**src/common/xfr_defs.svh**
```systemverilog
`ifndef XFR_DEFS_SVH
`define XFR_DEFS_SVH

// instruction word width
`define XFR_OP_W            10
// documented opcodes of the transfer group
`define XFR_OP_PORT_STRUCT3 10'h22b
`define XFR_OP_WAKE0        10'h21b
`define XFR_OP_WAKE1        10'h214
`define XFR_OP_WAKE2        10'h215
// opcodes with no legible encoding, overridable per core
`define XFR_OP_IRQ1_DFLT    10'h217
`define XFR_OP_SERIAL1_DFLT 10'h202
// destination register indices
`define XFR_IDX_PORT3       0
`define XFR_IDX_IRQ1        1
`define XFR_IDX_SERIAL1     2
`define XFR_IDX_WAKE0       3
`define XFR_IDX_WAKE1       4
`define XFR_IDX_WAKE2       5
`define XFR_NUM_DEST        6
// reset value of every control register
`define XFR_CTRL_RST        4'h0
// instruction shape shared by the whole group
`define XFR_WORDS           1
`define XFR_CYCLES          1

`endif

```
**src/common/xfr_pkg.sv**
```systemverilog
package xfr_pkg;

   // accumulator and control register nibble
   typedef logic [3:0] xfr_nib_t;

   // one-hot destination select; bit 0 means nothing is written
   typedef enum logic [6:0] {
      XFR_DEST_NONE    = 7'h01,
      XFR_DEST_PORT3   = 7'h02,
      XFR_DEST_IRQ1    = 7'h04,
      XFR_DEST_SERIAL1 = 7'h08,
      XFR_DEST_WAKE0   = 7'h10,
      XFR_DEST_WAKE1   = 7'h20,
      XFR_DEST_WAKE2   = 7'h40
   } xfr_dest_e;

endpackage

```
**src/common/xfr_wr_if.sv**
```systemverilog
`timescale 1ns/1ps
// write strobes and data from the decoder to the control registers
interface xfr_wr_if;
   logic [5:0]       wrEn;    // one-hot register write enable
   xfr_pkg::xfr_nib_t wrData; // accumulator value to store
   modport source (output wrEn, output wrData);
   modport sink   (input wrEn, input wrData);
endinterface

```
**src/rtl/xfr_ctrl_reg.sv**
```systemverilog
`timescale 1ns/1ps
`include "xfr_defs.svh"
// one 4-bit control register loaded from the accumulator
module xfr_ctrl_reg #(
   parameter int unsigned IDX = 0
) (
   input  wire logic        mclk,
   input  wire logic        reset,
   xfr_wr_if.sink           wr,
   output xfr_pkg::xfr_nib_t value
);
   import xfr_pkg::*;

   xfr_nib_t valueD; // next register content

   // load only when this index is strobed, else hold
   always_comb begin
      valueD = value;
      if (wr.wrEn[IDX]) begin
         valueD = wr.wrData;
      end
   end

   // register; synchronous reset clears the configuration
   always_ff @(posedge mclk) begin
      if (reset) begin
         value <= `XFR_CTRL_RST;
      end else begin
         value <= valueD;
      end
   end
endmodule

```
**src/rtl/xfr_acc_xfer.sv**
```systemverilog
`timescale 1ns/1ps
`include "xfr_defs.svh"
// Behaviour
// - opcode 22b copies accumulator to port ctrl3
// - dedicated opcode loads interrupt ctrl 1
// - dedicated opcode loads serial ctrl 1
// - opcode 21b loads key wakeup ctrl 0
// - opcode 214 loads key wakeup ctrl 1
// - opcode 215 loads key wakeup ctrl 2
module xfr_acc_xfer #(
   // opcodes whose encoding differs between core variants
   parameter logic [9:0] OP_IRQ1    = `XFR_OP_IRQ1_DFLT,
   parameter logic [9:0] OP_SERIAL1 = `XFR_OP_SERIAL1_DFLT
) (
   input  wire logic         mclk,
   input  wire logic         reset,
   // instruction executing in this cycle
   input  wire logic         instrValid,
   input  wire logic [9:0]   instrCode,
   // current accumulator contents
   input  xfr_pkg::xfr_nib_t accIn,
   // the six control registers
   output xfr_pkg::xfr_nib_t portOutputStructureCtrl3,
   output xfr_pkg::xfr_nib_t interruptCtrl1,
   output xfr_pkg::xfr_nib_t serialIfCtrl1,
   output xfr_pkg::xfr_nib_t keyWakeupCtrl0,
   output xfr_pkg::xfr_nib_t keyWakeupCtrl1,
   output xfr_pkg::xfr_nib_t keyWakeupCtrl2,
   // execution status toward the core
   output logic              xferDone,
   output logic [5:0]        xferDest,
   output logic              foreignOp,
   output logic              skipNext,
   output logic              carryFlagWrite,
   output logic              accWrite
);
   import xfr_pkg::*;

   // decoded destination of the current word
   xfr_dest_e dest;

   // carrier of write strobes toward the register slices
   xfr_wr_if wr ();

   // outputs of the register slices
   xfr_nib_t regValue [`XFR_NUM_DEST];

   // status state
   logic       xferDone_q;       // a group transfer finished
   logic       xferDone_d;
   logic [5:0] xferDest_q;       // which register it wrote
   logic [5:0] xferDest_d;
   logic       foreignOp_q;      // valid word outside this group
   logic       foreignOp_d;
   logic       skipNext_q;       // skip request, never raised here
   logic       skipNext_d;
   logic       carryWrite_q;     // carry update, never raised here
   logic       carryWrite_d;
   logic       accWrite_q;       // accumulator update, never raised
   logic       accWrite_d;

   // decode: compare the executing word against each group opcode.
   // an if chain, not a unique case, because the two overridable
   // opcodes could be set equal to a fixed one by mistake and a
   // fixed priority keeps the result defined in that case
   always_comb begin
      dest = XFR_DEST_NONE;
      if (instrValid) begin
         if (instrCode == `XFR_OP_PORT_STRUCT3) begin
            dest = XFR_DEST_PORT3;
         end else if (instrCode == OP_IRQ1) begin
            dest = XFR_DEST_IRQ1;
         end else if (instrCode == OP_SERIAL1) begin
            dest = XFR_DEST_SERIAL1;
         end else if (instrCode == `XFR_OP_WAKE0) begin
            dest = XFR_DEST_WAKE0;
         end else if (instrCode == `XFR_OP_WAKE1) begin
            dest = XFR_DEST_WAKE1;
         end else if (instrCode == `XFR_OP_WAKE2) begin
            dest = XFR_DEST_WAKE2;
         end else begin
            dest = XFR_DEST_NONE; // not ours, leave to other decoders
         end
      end
   end

   // strobes: accumulator is only read, never written back
   always_comb begin
      wr.wrEn   = dest[6:1];
      wr.wrData = accIn;
   end

   // one register slice per destination; each stores at the edge
   // that closes the single execution cycle
   genvar gi;
   generate
      for (gi = 0; gi < `XFR_NUM_DEST; gi++) begin : g_reg
         xfr_ctrl_reg #(
            .IDX   (gi)
         ) u_reg (
            .mclk  (mclk),
            .reset (reset),
            .wr    (wr),
            .value (regValue[gi])
         );
      end
   endgenerate

   // register slice values onto named outputs; these are flop outputs
   assign portOutputStructureCtrl3 = regValue[`XFR_IDX_PORT3];
   assign interruptCtrl1           = regValue[`XFR_IDX_IRQ1];
   assign serialIfCtrl1            = regValue[`XFR_IDX_SERIAL1];
   assign keyWakeupCtrl0           = regValue[`XFR_IDX_WAKE0];
   assign keyWakeupCtrl1           = regValue[`XFR_IDX_WAKE1];
   assign keyWakeupCtrl2           = regValue[`XFR_IDX_WAKE2];

   // status next values: a one-cycle report of what just executed
   always_comb begin
      xferDone_d   = (dest != XFR_DEST_NONE);
      xferDest_d   = dest[6:1];
      foreignOp_d  = instrValid && (dest == XFR_DEST_NONE);
      // every word of the group is single-cycle with no skip
      skipNext_d   = 1'b0;
      // carry flag is left untouched by the whole group
      carryWrite_d = 1'b0;
      // the source accumulator keeps its value
      accWrite_d   = 1'b0;
   end

   // status registers; reset drops every report
   always_ff @(posedge mclk) begin
      if (reset) begin
         xferDone_q   <= 1'b0;
         xferDest_q   <= 6'h00;
         foreignOp_q  <= 1'b0;
         skipNext_q   <= 1'b0;
         carryWrite_q <= 1'b0;
         accWrite_q   <= 1'b0;
      end else begin
         xferDone_q   <= xferDone_d;
         xferDest_q   <= xferDest_d;
         foreignOp_q  <= foreignOp_d;
         skipNext_q   <= skipNext_d;
         carryWrite_q <= carryWrite_d;
         accWrite_q   <= accWrite_d;
      end
   end

   // status outputs, each straight from its flop
   assign xferDone       = xferDone_q;
   assign xferDest       = xferDest_q;
   assign foreignOp      = foreignOp_q;
   assign skipNext       = skipNext_q;
   assign carryFlagWrite = carryWrite_q;
   assign accWrite       = accWrite_q;
endmodule

```
**config.mk**
```make
export PLATFORM = sky130hd
export DESIGN_NAME = xfr_acc_xfer
export DESIGN_NICKNAME = d
export VERILOG_FILES = /design/src/common/xfr_pkg.sv /design/src/common/xfr_wr_if.sv /design/src/rtl/xfr_ctrl_reg.sv /design/src/rtl/xfr_acc_xfer.sv
export VERILOG_INCLUDE_DIRS = /design/src /design/src/common
export SDC_FILE = /design/constraint.sdc
export NUM_CORES = 1
export LEC_CHECK = 0
export BUFFER_PORTS_ARGS = -buffer_cell sky130_fd_sc_hd__buf_2
export CORE_MARGIN = 2
export CORE_UTILIZATION = 46
export CTS_BUF_LIST = sky130_fd_sc_hd__clkbuf_4 sky130_fd_sc_hd__clkbuf_8 sky130_fd_sc_hd__clkbuf_16
export CTS_CLUSTER_DIAMETER = 60
export DETAILED_ROUTE_END_ITERATION = 6
export PLACE_DENSITY = 0.78
export SYNTH_ARGS = -nofsm -noshare
export SYNTH_HDL_FRONTEND = slang
export SYNTH_HIERARCHICAL = 1
export SYNTH_SLANG_ARGS = --single-unit
export TNS_END_PERCENT = 100
```
**constraint.sdc**
```tcl
create_clock -name mclk -period 2.2 [get_ports mclk]
set_clock_uncertainty 0.1 [all_clocks]
set_input_delay 0.55 -clock mclk [delete_from_list [all_inputs] [get_ports mclk]]
set_output_delay 0.55 -clock mclk [all_outputs]
set_load 0.01 [all_outputs]
```
; Word level (Yosys, flattened, before mapping)
; Index checks and enable logic that the tools add are counted.
[op_classes]
eq_ne = 8
mux = 7
n_reduce_logical = 1
[ops]
columns = operator, n
row1 = $eq 10x10->1 const B, 6
row2 = $mux 7, 7
row3 = $eq 7x1->1 const B, 1
row4 = $ne 7x1->1 const B, 1
row5 = $logic_and 1x1->1, 1
[word_totals]
ff_bits = 32
input_bits = 17
output_inout_bits = 35
elab_cells = 25

; Depth between registers and ports, before layout
; Gate-level depths: netlist of run 1.
[logic_depth]
depth_word = 10
mapped_depth = 7
mapped_depth_nobuf = 6

; Modules after synthesis
; Netlist of run 1, hierarchy kept.
[modules_own_cells]
columns = module, instances, cells_each, area_per_inst_um2, seq_area_each_um2
row1 = xfr_ctrl_reg, 6, 13, 140.1, 80.1
row2 = xfr_acc_xfer, 1, 50, 412.9, 160.2

; Least setup slack after synthesis of run 1
; Ideal clock, no wire load.
[synth_path]
path_type = input to register
start = input instrCode[5]
end = register g_reg[4].u_reg.value[0]
setup_ns = 0.114
arrival_time_ns = 1.599
required_ns = 1.986
setup_slack_ns = 0.387
cell_stages = 6
n_path_buf = 1
cell_sequence = nor4b_4 -> nand3_2 -> nor3_1 -> clkbuf_2 -> mux2i_1 -> nor2_1
[synth_between]
elab_chain_cells = 7
word_cells_on_any_way = 11
classes_between = eq/ne: 5 / mux: 6
[synth_rtl]
columns = item, line_no
row1 = "start, declared", xfr_acc_xfer.sv:19  ; input wire logic [9:0] instrCode,
row2 = $eq 10x10->1 (no source line), -
row3 = $mux 7, xfr_acc_xfer.sv:77  ; end else if (instrCode == `XFR_OP_WAKE1) begin
row4 = $mux 7, xfr_acc_xfer.sv:75  ; end else if (instrCode == `XFR_OP_WAKE0) begin
row5 = $mux 7, xfr_acc_xfer.sv:73  ; end else if (instrCode == OP_SERIAL1) begin
row6 = $mux 7, xfr_acc_xfer.sv:71  ; end else if (instrCode == OP_IRQ1) begin
row7 = $mux 7 *, xfr_acc_xfer.sv:69  ; if (instrCode == `XFR_OP_PORT_STRUCT3) begin
row8 = $mux 7 *, xfr_acc_xfer.sv:68  ; if (instrValid) begin
row9 = via dest[5], xfr_acc_xfer.sv:40  ; xfr_dest_e dest;
row10 = "end signal, assigned", xfr_ctrl_reg.sv:27  ; value <= `XFR_CTRL_RST;
row11 = "end signal, assigned", xfr_ctrl_reg.sv:29  ; value <= valueD;
row12 = "end, declared", xfr_ctrl_reg.sv:10  ; output xfr_pkg::xfr_nib_t value
; Mark *: on every way through the listed nets, which the timed path passes. The rest lies on a longest branch.
; A chain may end at the register's enable or synchronous reset.

; Final worst setup path of run 1
[layout_path]
start = input instrCode[5]
end = register g_reg[5].u_reg.value[0]
[layout_between]
elab_chain_cells = 8
word_cells_on_any_way = 13
classes_between = eq/ne: 6 / mux: 7
[layout_rtl]
columns = item, line_no
row1 = $eq 10x10->1 (no source line), -
row2 = $mux 7, xfr_acc_xfer.sv:79  ; end else if (instrCode == `XFR_OP_WAKE2) begin
row3 = $mux 7, xfr_acc_xfer.sv:77
row4 = $mux 7, xfr_acc_xfer.sv:75
row5 = $mux 7, xfr_acc_xfer.sv:73
row6 = $mux 7, xfr_acc_xfer.sv:71
row7 = $mux 7 *, xfr_acc_xfer.sv:69
row8 = $mux 7 *, xfr_acc_xfer.sv:68
row9 = via dest[6], xfr_acc_xfer.sv:40
row10 = "end signal, assigned", xfr_ctrl_reg.sv:27
row11 = "end signal, assigned", xfr_ctrl_reg.sv:29
row12 = "end, declared", xfr_ctrl_reg.sv:10
; Marked as above.

==> results_dict.tcl, run 1 <==
set metrics [dict create \
    finalHoldViolCount 0 \
    crit_cells 7 \
    netlist_instances 128 \
    crit_path_start_kind "input pin" \
    crit_fanout 6 \
    path_cells "buf_2, nor4b_4, nand3_2, nor3_1, buf_4, mux2i_1, nor2_1" \
    cts.sinks 32 \
    globalRouteTotalUtil_pct 19.1 \
    ys_seq_area_share_pct 51.1 \
    critPathMaxStageDelay_ns 0.38 \
    vias 1052 \
    setup_violations 0 \
    nFillCells 225 \
    nets 199 \
    area_delta_synth_final_pct 27.0 \
    min_path_type "in2reg" \
    first_pass_iters 4 \
    coreArea_sq_mm 0.00252 \
    layout_commonest_cell "buf_2" \
    synth_cell_types 23 \
    final_cell_mix "buf_2 (48), nor2_1 (32), dfxtp_1 (32)" \
    yosys_register_bits 32 \
    power_density_mw_per_mm2 617 \
    postCtsHoldBufs 0 \
    drcViolationCount 0 \
    overflow 0 \
    path_class "in2reg" \
    htree_levels 2 \
    path_clk_slew_ns 0.09 \
    yosys.area_share.simple_pct 23.0 \
    grt_pass1_wl_microns 4540 \
    status "completed" \
    clock_tree.buffer_depth 2 \
    place_area_sq_mm 0.00153 \
    avgRoutedWirePerCell_microns 13.2 \
    grt_start_max_net_pins 16 \
    drv_cap 0 \
    insertion_delay_ns 0.33 \
    fin_tns_setup_ns 0 \
    path_delay_family "simple AND/OR/NAND/NOR gates" \
    final_area_sq_mm 0.00159 \
    slew_violations 0 \
    synth_top_family_by_area "simple AND/OR/NAND/NOR gates" \
    grt_antenna_before_repair 0 \
    root_buffer "clkbuf_4" \
    arrival_ns 1.91 \
    synth.mux.area_fraction_pct 19.2 \
    mappedNetlistArea_sq_mm 0.00125 \
    first_iter_violations 23 \
    yosysWarnings 6 \
    cts_tree "yes" \
    utilization_pct 63.1 \
    worst_path_max_delay_cell "nor4b_4" \
    ios 52 \
    drive_above_1_share_pct 35.5 \
    period_needed_ns 1.78 \
    whs_ns 0.358 \
    cts_buffers 5 \
    yosys.area_share.adder_pct 0 \
    die_y_microns 56.2 \
    diodes 0 \
    ant_nets 0 \
    power.total_mw 0.983 \
    synth_compound_area_share_pct 1.70 \
    io_buffers 48 \
    cp-end-kind "flop" \
    grt_pass1_vias 1033 \
    start_util_pct 49.7 \
    power_leakage_nw 0.719 \
    rsz0062_at_grt "no" \
    ctsResizeCount 0 \
    holdPathStages 2 \
    avgSynthCellArea_sq_um 9.79 \
    worst_r2r_path_depth 2 \
    required_ns 2.32 \
    die_area_sq_mm 0.00316 \
    hpwl_microns 2210 \
    routed_wl_microns 2810 \
    max_freq_ghz 0.561 \
    peakVddDrop_uv 594 \
    finalCritPeriodShare_pct 81.0 \
    crit_buf_inv 2 \
    routabilityCongestion 0.786 \
    num_rows 18 \
    die_w_microns 56.2 \
    via_per_inst 4.94 \
    post_cts_buffers 0 \
    synth_xor_area_share_pct 0 \
]
-- synthesized netlist by cell type --
cell type,instances,share of area (%)
dfxtp_1,32,51
clkbuf_2,6,2.4
inv_1,2,0.60
nor2_2,1,0.50
and4b_1,2,1.6
a31oi_1,1,0.50
nor4_1,2,1.0
nand3_2,1,0.80
o21ai_0,1,0.40
nand2b_1,5,2.5
nor4b_4,1,1.9
nand3_1,2,0.80
mux2i_1,24,19
nor2_1,32,9.6
conb_1,1,0.30
o21ai_1,1,0.40
buf_4,3,1.8
nor2b_1,1,0.50
nand4_1,1,0.50
and4_1,1,0.70
nand2_1,2,0.60
a21oi_1,1,0.40
nor3_1,5,2.0
-- power by group --
part	total (mW)	switching, mW	internal (mW)	leakage, nW
logic	0.0591	0.0378	0.0212	0.423
registers	0.580	0.000238	0.580	0.258
clock network	0.344	0.192	0.152	0.0380
total	0.983	0.230	0.753	0.719
-- layout make-up --
| class | instances | area, sq um | area share (%) |
|---|---|---|---|
| Timing Repair Buffer | 54 | 285 | 17.9 |
| Multi-Input combinational cell | 87 | 561 | 35.2 |
| Clock inverter | 2 | 10.0 | 0.628 |
| Sequential cell | 32 | 641 | 40.2 |
| Tap cell | 30 | 37.5 | 2.36 |
| Clock buffer | 6 | 51.3 | 3.22 |
| Inverter | 2 | 7.51 | 0.471 |
-- state kept, by name (all words and copies together), names as in the netlist --
register and flops:
g.u_reg/value 24, xferDest 6, foreignOp 1, xferDone 1
-- per-stage QoR --
step	std cells	setup WS, ns
after floorplan	130	0.387
after global placement	205	0.145
after detailed placement	205	0.0579
after CTS	213	0.418
after global routing	213	0.343
final	213	0.418
-- routing by layer --
layer,vias up,wire length (microns),global-route usage [%]
met5,-,0,0
met4,0,61,8.84
met3,7,178,8.60
met2,32,1370,32.1
met1,482,1200,20.4
li1,531,-,-
-- worst reg2reg max path, stage by stage (launching register included) --
cell and delay, ns:
dfxtp_1 0.32, mux2i_1 0.16, nor2_1 0.06
-- cells by family after synthesis --
logic type	Yosys count
flops	32
mux	24
other cells	1
simple gates	56
compound gates	4
buf+inv	11
-- path summary, 6_finish.rpt --
kind | startpoint | to | slack (ns)
worst min register to register | g_reg[5].u_reg/value[1]$_SDFFE_PP0P_ | g_reg[5].u_reg/value[1]$_SDFFE_PP0P_ | 0.40
worst max-delay path | instrCode[5] | g_reg[5].u_reg/value[0]$_SDFFE_PP0P_ | 0.42
worst max register to register | g_reg[1].u_reg/value[3]$_SDFFE_PP0P_ | g_reg[1].u_reg/value[3]$_SDFFE_PP0P_ | 1.46
worst min-delay path | instrCode[0] | xferDest[4]$_SDFF_PP0_ | 0.36
No activity file was read; power rests on OpenSTA's default activity.
==> run 2: changes to the inputs <==
==> constraint.sdc (replaced) <==
create_clock -name mclk -period 1.7 [get_ports mclk]
set_clock_uncertainty 0.1 [all_clocks]
set_input_delay 0.425 -clock mclk [delete_from_list [all_inputs] [get_ports mclk]]
set_output_delay 0.425 -clock mclk [all_outputs]
set_load 0.01 [all_outputs]
==> results_dict.tcl, run 2 (synthesis gave the netlist of run 1 again) <==
set metrics [dict create \
    final_area_sq_mm 0.00168 \
    setup_violations 0 \
    layout_commonest_cell "buf_2" \
    grt_pass1_wl_microns 4660 \
    worst_path_max_delay_cell "nor4b_4" \
    fin_tns_setup_ns 0 \
    peakVddDrop_uv 932 \
    ant_nets 0 \
    regMostFlops "g.u_reg/value" \
    cts_tree "yes" \
    cts.sinks 32 \
    p_switching_mw 0.297 \
    finalCritPeriodShare_pct 96.4 \
    ios 52 \
    seq_area_sq_um 641 \
    drv_cap 0 \
    post_cts_buffers 0 \
    r2r_slack_ns 0.95 \
    first_iter_violations 14 \
    min_path_type "in2reg" \
    nets 208 \
    place_area_sq_mm 0.00160 \
    die_area_sq_mm 0.00316 \
    diodes 0 \
    arrival_ns 1.76 \
    utilization_pct 66.8 \
    path_class "in2reg" \
    die_w_microns 56.2 \
    path_cells "buf_2, nor4b_4, nand3_2, nor3_1, buf_4, mux2i_1, nor2_1" \
    cts_buffers 5 \
    crit_path_start_kind "input pin" \
    power_leakage_nw 0.769 \
    grt_antenna_before_repair 0 \
    routabilityCongestion 0.866 \
    whs_ns 0.229 \
    die_y_microns 56.2 \
    insertion_delay_ns 0.32 \
    p_comb_share_pct 6.1 \
    p_int_mw 1.11 \
    holdPathStages 2 \
    seqPwrFrac_pct 53.4 \
    cp-end-kind "flop" \
    crit_fanout 5 \
    coreArea_sq_mm 0.00252 \
    drcViolationCount 0 \
    root_buffer "clkbuf_4" \
    num_rows 18 \
    finalHoldViolCount 0 \
    min-delay-start "instrCode[0]" \
    via_per_inst 4.97 \
    overflow 0 \
    p_sw_share_pct 21.2 \
    largest_register_ffs 24 \
    routed_wl_microns 2880 \
    min_to "xferDest[4]$_SDFF_PP0_" \
    fin_cells 222 \
    multi_input_area_sq_um 566 \
    period_needed_ns 1.64 \
    status "completed" \
    hpwl_microns 2230 \
    path_clk_slew_ns 0.10 \
    htree_levels 2 \
    io_buffers 48 \
    drive_above_1_share_pct 39.1 \
    worst_r2r_path_depth 2 \
    first_pass_iters 4 \
    required_ns 1.82 \
    critPathMaxStageDelay_ns 0.35 \
    slew_violations 0 \
    placed_cells 214 \
    final_cell_mix "buf_2 (48), nor2_1 (32), dfxtp_1 (32)" \
    globalRouteTotalUtil_pct 19.2 \
    grt_start_max_net_pins 16 \
    nFillCells 224 \
    r2r_end "g_reg[2].u_reg/value[0]$_SDFFE_PP0P_" \
    grt_pass1_vias 1046 \
    clock_tree.buffer_depth 2 \
    avgRoutedWirePerCell_microns 13.0 \
    start_util_pct 49.7 \
    vias 1104 \
    p_clk_share_pct 40.5 \
    rr_startpoint "g_reg[2].u_reg/value[0]$_SDFFE_PP0P_" \
    area_delta_synth_final_pct 34.3 \
    max_freq_ghz 0.610 \
    power_density_mw_per_mm2 834 \
]
-- run 2: changes by cell type in the layout (fill, tap and decap cells not counted), sizes merged --
cell,delta
buf,+9
bufinv,+1
clkinv,-1
-- run 2: worst max-delay path, delay by kind of cell --
family | cells | cell delay (ns)
and+or+nand+nor | 4 | 0.83
muxes | 1 | 0.20
buffers and inverters | 2 | 0.30
-- run 2: per-stage QoR --
stage               power, mW  setup slack (ns)
CTS                      1.41            0.0920
detailed placement      0.852            -0.253
floorplan               0.799            0.0115
finish                   1.40            0.0608
global placement        0.849            -0.181
global route             1.47           -0.0133
-- run 2: cell type report --
| class | instances | share of cell area (%) |
|---|---|---|
| clock buffers | 6 | 2.67 |
| flip-flops and latches | 32 | 38.0 |
| well taps | 30 | 2.23 |
| repair buffers | 63 | 21.0 |
| multi-input cells | 87 | 33.6 |
| inverters | 2 | 0.446 |
| clock inverters | 2 | 2.08 |
-- run 2: what timing repair did --
action                     CTS  global route
resized for setup            0             1
setup endpoints to repair    0             4
hold buffers                 0             0
-- run 2: metal layers --
layer	track usage [%]	vias to the layer above	wire, microns
li1	-	551	-
met1	22.6	508	1200
met2	32.6	36	1440
met3	6.28	9	186
met4	6.12	0	56
met5	0	-	0
-- run 2: worst max path at each step --
stage                 start                                    to  slack, ns  depth (start not counted)
3_5_place_dp   instrCode[5]  g_reg[5].u_reg/value[1]$_SDFFE_PP0P_      -0.25                          7
5_1_grt        instrCode[5]  g_reg[4].u_reg/value[0]$_SDFFE_PP0P_      -0.01                          7
2_1_floorplan  instrCode[5]  g_reg[4].u_reg/value[0]$_SDFFE_PP0P_       0.01                          6
4_1_cts        instrCode[5]  g_reg[5].u_reg/value[1]$_SDFFE_PP0P_       0.09                          7
3_3_place_gp   instrCode[5]  g_reg[5].u_reg/value[1]$_SDFFE_PP0P_      -0.18                          7
6_report       instrCode[5]  g_reg[5].u_reg/value[1]$_SDFFE_PP0P_       0.06                          7
-- run 2: power by group through the flow --
stage	Clock [mW]	Combinational (mW)	Sequential, mW
2_1_floorplan	0	0.0299	0.769
3_3_place_gp	0	0.0807	0.768
3_5_place_dp	0	0.0836	0.768
4_1_cts	0.579	0.0837	0.751
5_1_grt	0.622	0.0925	0.751
6_report	0.569	0.0853	0.751
==> run 3: changes to the inputs <==
--- a/config.mk
+++ b/config.mk
@@ -6,13 +6,14 @@
 export SDC_FILE = /design/constraint.sdc
 export NUM_CORES = 1
 export LEC_CHECK = 0
+export ABC_AREA = 1
 export BUFFER_PORTS_ARGS = -buffer_cell sky130_fd_sc_hd__buf_2
-export CORE_MARGIN = 2
-export CORE_UTILIZATION = 46
+export CORE_MARGIN = 4
+export CORE_UTILIZATION = 49
 export CTS_BUF_LIST = sky130_fd_sc_hd__clkbuf_4 sky130_fd_sc_hd__clkbuf_8 sky130_fd_sc_hd__clkbuf_16
 export CTS_CLUSTER_DIAMETER = 60
 export DETAILED_ROUTE_END_ITERATION = 6
-export PLACE_DENSITY = 0.78
+export PLACE_DENSITY = 0.79
 export SYNTH_ARGS = -nofsm -noshare
 export SYNTH_HDL_FRONTEND = slang
 export SYNTH_HIERARCHICAL = 1
==> results_dict.tcl, run 3 <==
set metrics [dict create \
    critPathMaxStageDelay_ns 0.20 \
    layout_commonest_cell "nand2_1" \
    cts.sinks 32 \
    routed_wl_microns 2990 \
    grt_start_max_net_pins 14 \
    insertion_delay_ns 0.32 \
    required_ns 1.83 \
    finalHoldViolCount 0 \
    avgRoutedWirePerCell_microns 9.14 \
    avgSynthCellArea_sq_um 6.68 \
    diodes 0 \
    first_pass_iters 4 \
    grt_antenna_before_repair 0 \
    ios 52 \
    root_buffer "clkbuf_4" \
    grt_pass1_vias 1167 \
    crit_buf_inv 3 \
    cts_buffers 5 \
    setup_violations 0 \
    yosys-top-cells-area "dfxtp_1 (41%), nand2_1 (14%), nor2_1 (14%), inv_1 (9.2%), buf_6 (4.4%)" \
    arrival_ns 1.53 \
    crit_top_cell "nand2_1" \
    power.total_mw 1.27 \
    post_cts_buffers 0 \
    area_delta_synth_final_pct 18.4 \
    drv_cap 0 \
    vias 1376 \
    htree_levels 2 \
    hpwl_microns 2320 \
    finalCritPeriodShare_pct 82.7 \
    crit_fanout 8 \
    synth_cell_types 19 \
    overflow 0 \
    nets 300 \
    power_density_mw_per_mm2 691 \
    peakVddDrop_uv 282 \
    final_cell_mix "nand2_1 (59), nor2_1 (56), buf_2 (48)" \
    place_area_sq_mm 0.00179 \
    die_y_microns 64.2 \
    globalRouteTotalUtil_pct 15.8 \
    rsz0062_at_grt "no" \
    postCtsHoldBufs 0 \
    async_flop_share_pct 0 \
    die_area_sq_mm 0.00413 \
    ctsResizeCount 0 \
    nFillCells 283 \
    drcViolationCount 0 \
    yosysWarnings 6 \
    cp-end-kind "flop" \
    routabilityCongestion 0.821 \
    ant_nets 0 \
    drive_above_1_share_pct 32.2 \
    max_freq_ghz 0.711 \
    cts_tree "yes" \
    synth.most_common_cell "nand2_1" \
    seq_area_sq_um 641 \
    path_clk_slew_ns 0.09 \
    path_cells "buf_2, nand2_2, inv_1, nand3_2, nand2_2, nor3_2, nand2_1, inv_1, nand2_1, nand2_1, nor2_2" \
    power_leakage_nw 1.05 \
    status "completed" \
    clock_tree.buffer_depth 2 \
    largest_register_ffs 24 \
    ys_seq_area_share_pct 41.3 \
    final_area_sq_mm 0.00184 \
    path_class "in2reg" \
    crit_path_start_kind "input pin" \
    multi_input_area_sq_um 654 \
    worst_path_max_delay_cell "inv_1" \
    synth_ff_type "dfxtp_1" \
    synth_common_cells "nand2_1 (59), nor2_1 (56), inv_1 (38)" \
    start_util_pct 51.2 \
    path_delay_family "simple AND/OR/NAND/NOR gates" \
    yosys.area.top_type_share_pct 41.3 \
    num_rows 20 \
    netlist_instances 232 \
    yosys.area.top_type "dfxtp_1" \
    min_path_type "in2reg" \
    synth_enable_flop_cells 0 \
    regMostFlops "g.u_reg/value" \
    period_needed_ns 1.41 \
    first_iter_violations 55 \
    coreArea_sq_mm 0.00303 \
    io_buffers 48 \
    mappedNetlistArea_sq_mm 0.00155 \
    yosys_register_bits 32 \
    slew_violations 0 \
    whs_ns 0.292 \
    grt_pass1_wl_microns 5000 \
    die_w_microns 64.2 \
    via_per_inst 4.21 \
]
## run 3: cell count changes after synthesis, sizes merged, moves of 2 or more
cell,delta
and4b,-2
buf,+6
clkbuf,-6
inv,+44
mux2i,-24
nand2,+65
nand2b,-5
nor2,+34
nor3,-2
nor4,-2
o21ai,-2
or2,+2
## run 3: report_power, final
part           switching, mW  internal (mW)
Combinational         0.0729         0.0384
Sequential          0.000603          0.751
Clock                  0.238          0.168
Total                  0.311          0.957
## run 3: per-stage QoR
stage	util, %	setup TNS, ns	setup WS (ns)	std cells
after detailed placement	59.0	-0.220	-0.0461	320
final	60.6	0	0.294	327
after global routing	60.6	0	0.180	327
after global placement	59.0	-0.0538	-0.0228	320
after CTS	60.6	0	0.308	327
after floorplan	-	0	0.194	234
## run 3: layout make-up
type	count	share of cell area [%]
clock inverter	1	0.273
timing repair buffer	51	14.3
clock buffer	6	2.45
multi-input combinational	147	35.7
inverter	46	9.41
tap	44	3.00
sequential	32	34.9
## run 3: worst reg2reg max path, stage by stage (launching register included)
cell,delay (ns)
dfxtp_1,0.33
nor2_1,0.13
nor2_2,0.05
## run 3: logic make-up (layout without fill, tap and decap cells)
kind of cell,Yosys count,count (layout),share of synthesized area (%)
AO/OA/AOI/OAI,1,1,0.565
buffers and inverters,55,104,16.9
flip-flops,32,32,41.3
other,1,3,0.242
AND/OR/NAND/NOR,143,143,40.9
## run 3: worst paths after layout
check / startpoint / end / slack (ns) / cells past startpoint
hold / removal: instrValid / xferDone$_SDFF_PP0_ / 0.29 / 3
hold reg to reg: g_reg[5].u_reg/value[0]$_SDFFE_PP0P_ / g_reg[5].u_reg/value[0]$_SDFFE_PP0P_ / 0.37 / 2
setup reg to reg: g_reg[0].u_reg/value[1]$_SDFFE_PP0P_ / g_reg[0].u_reg/value[1]$_SDFFE_PP0P_ / 1.00 / 2
setup / recovery: instrCode[9] / g_reg[5].u_reg/value[1]$_SDFFE_PP0P_ / 0.29 / 11
## run 3: layer usage
layer	part of all wire [%]	up-vias	track usage, %
li1	-	754	-
met1	46	577	18.9
met2	44	39	24.4
met3	6.8	6	5.45
met4	2.5	0	9.50
met5	0	-	0
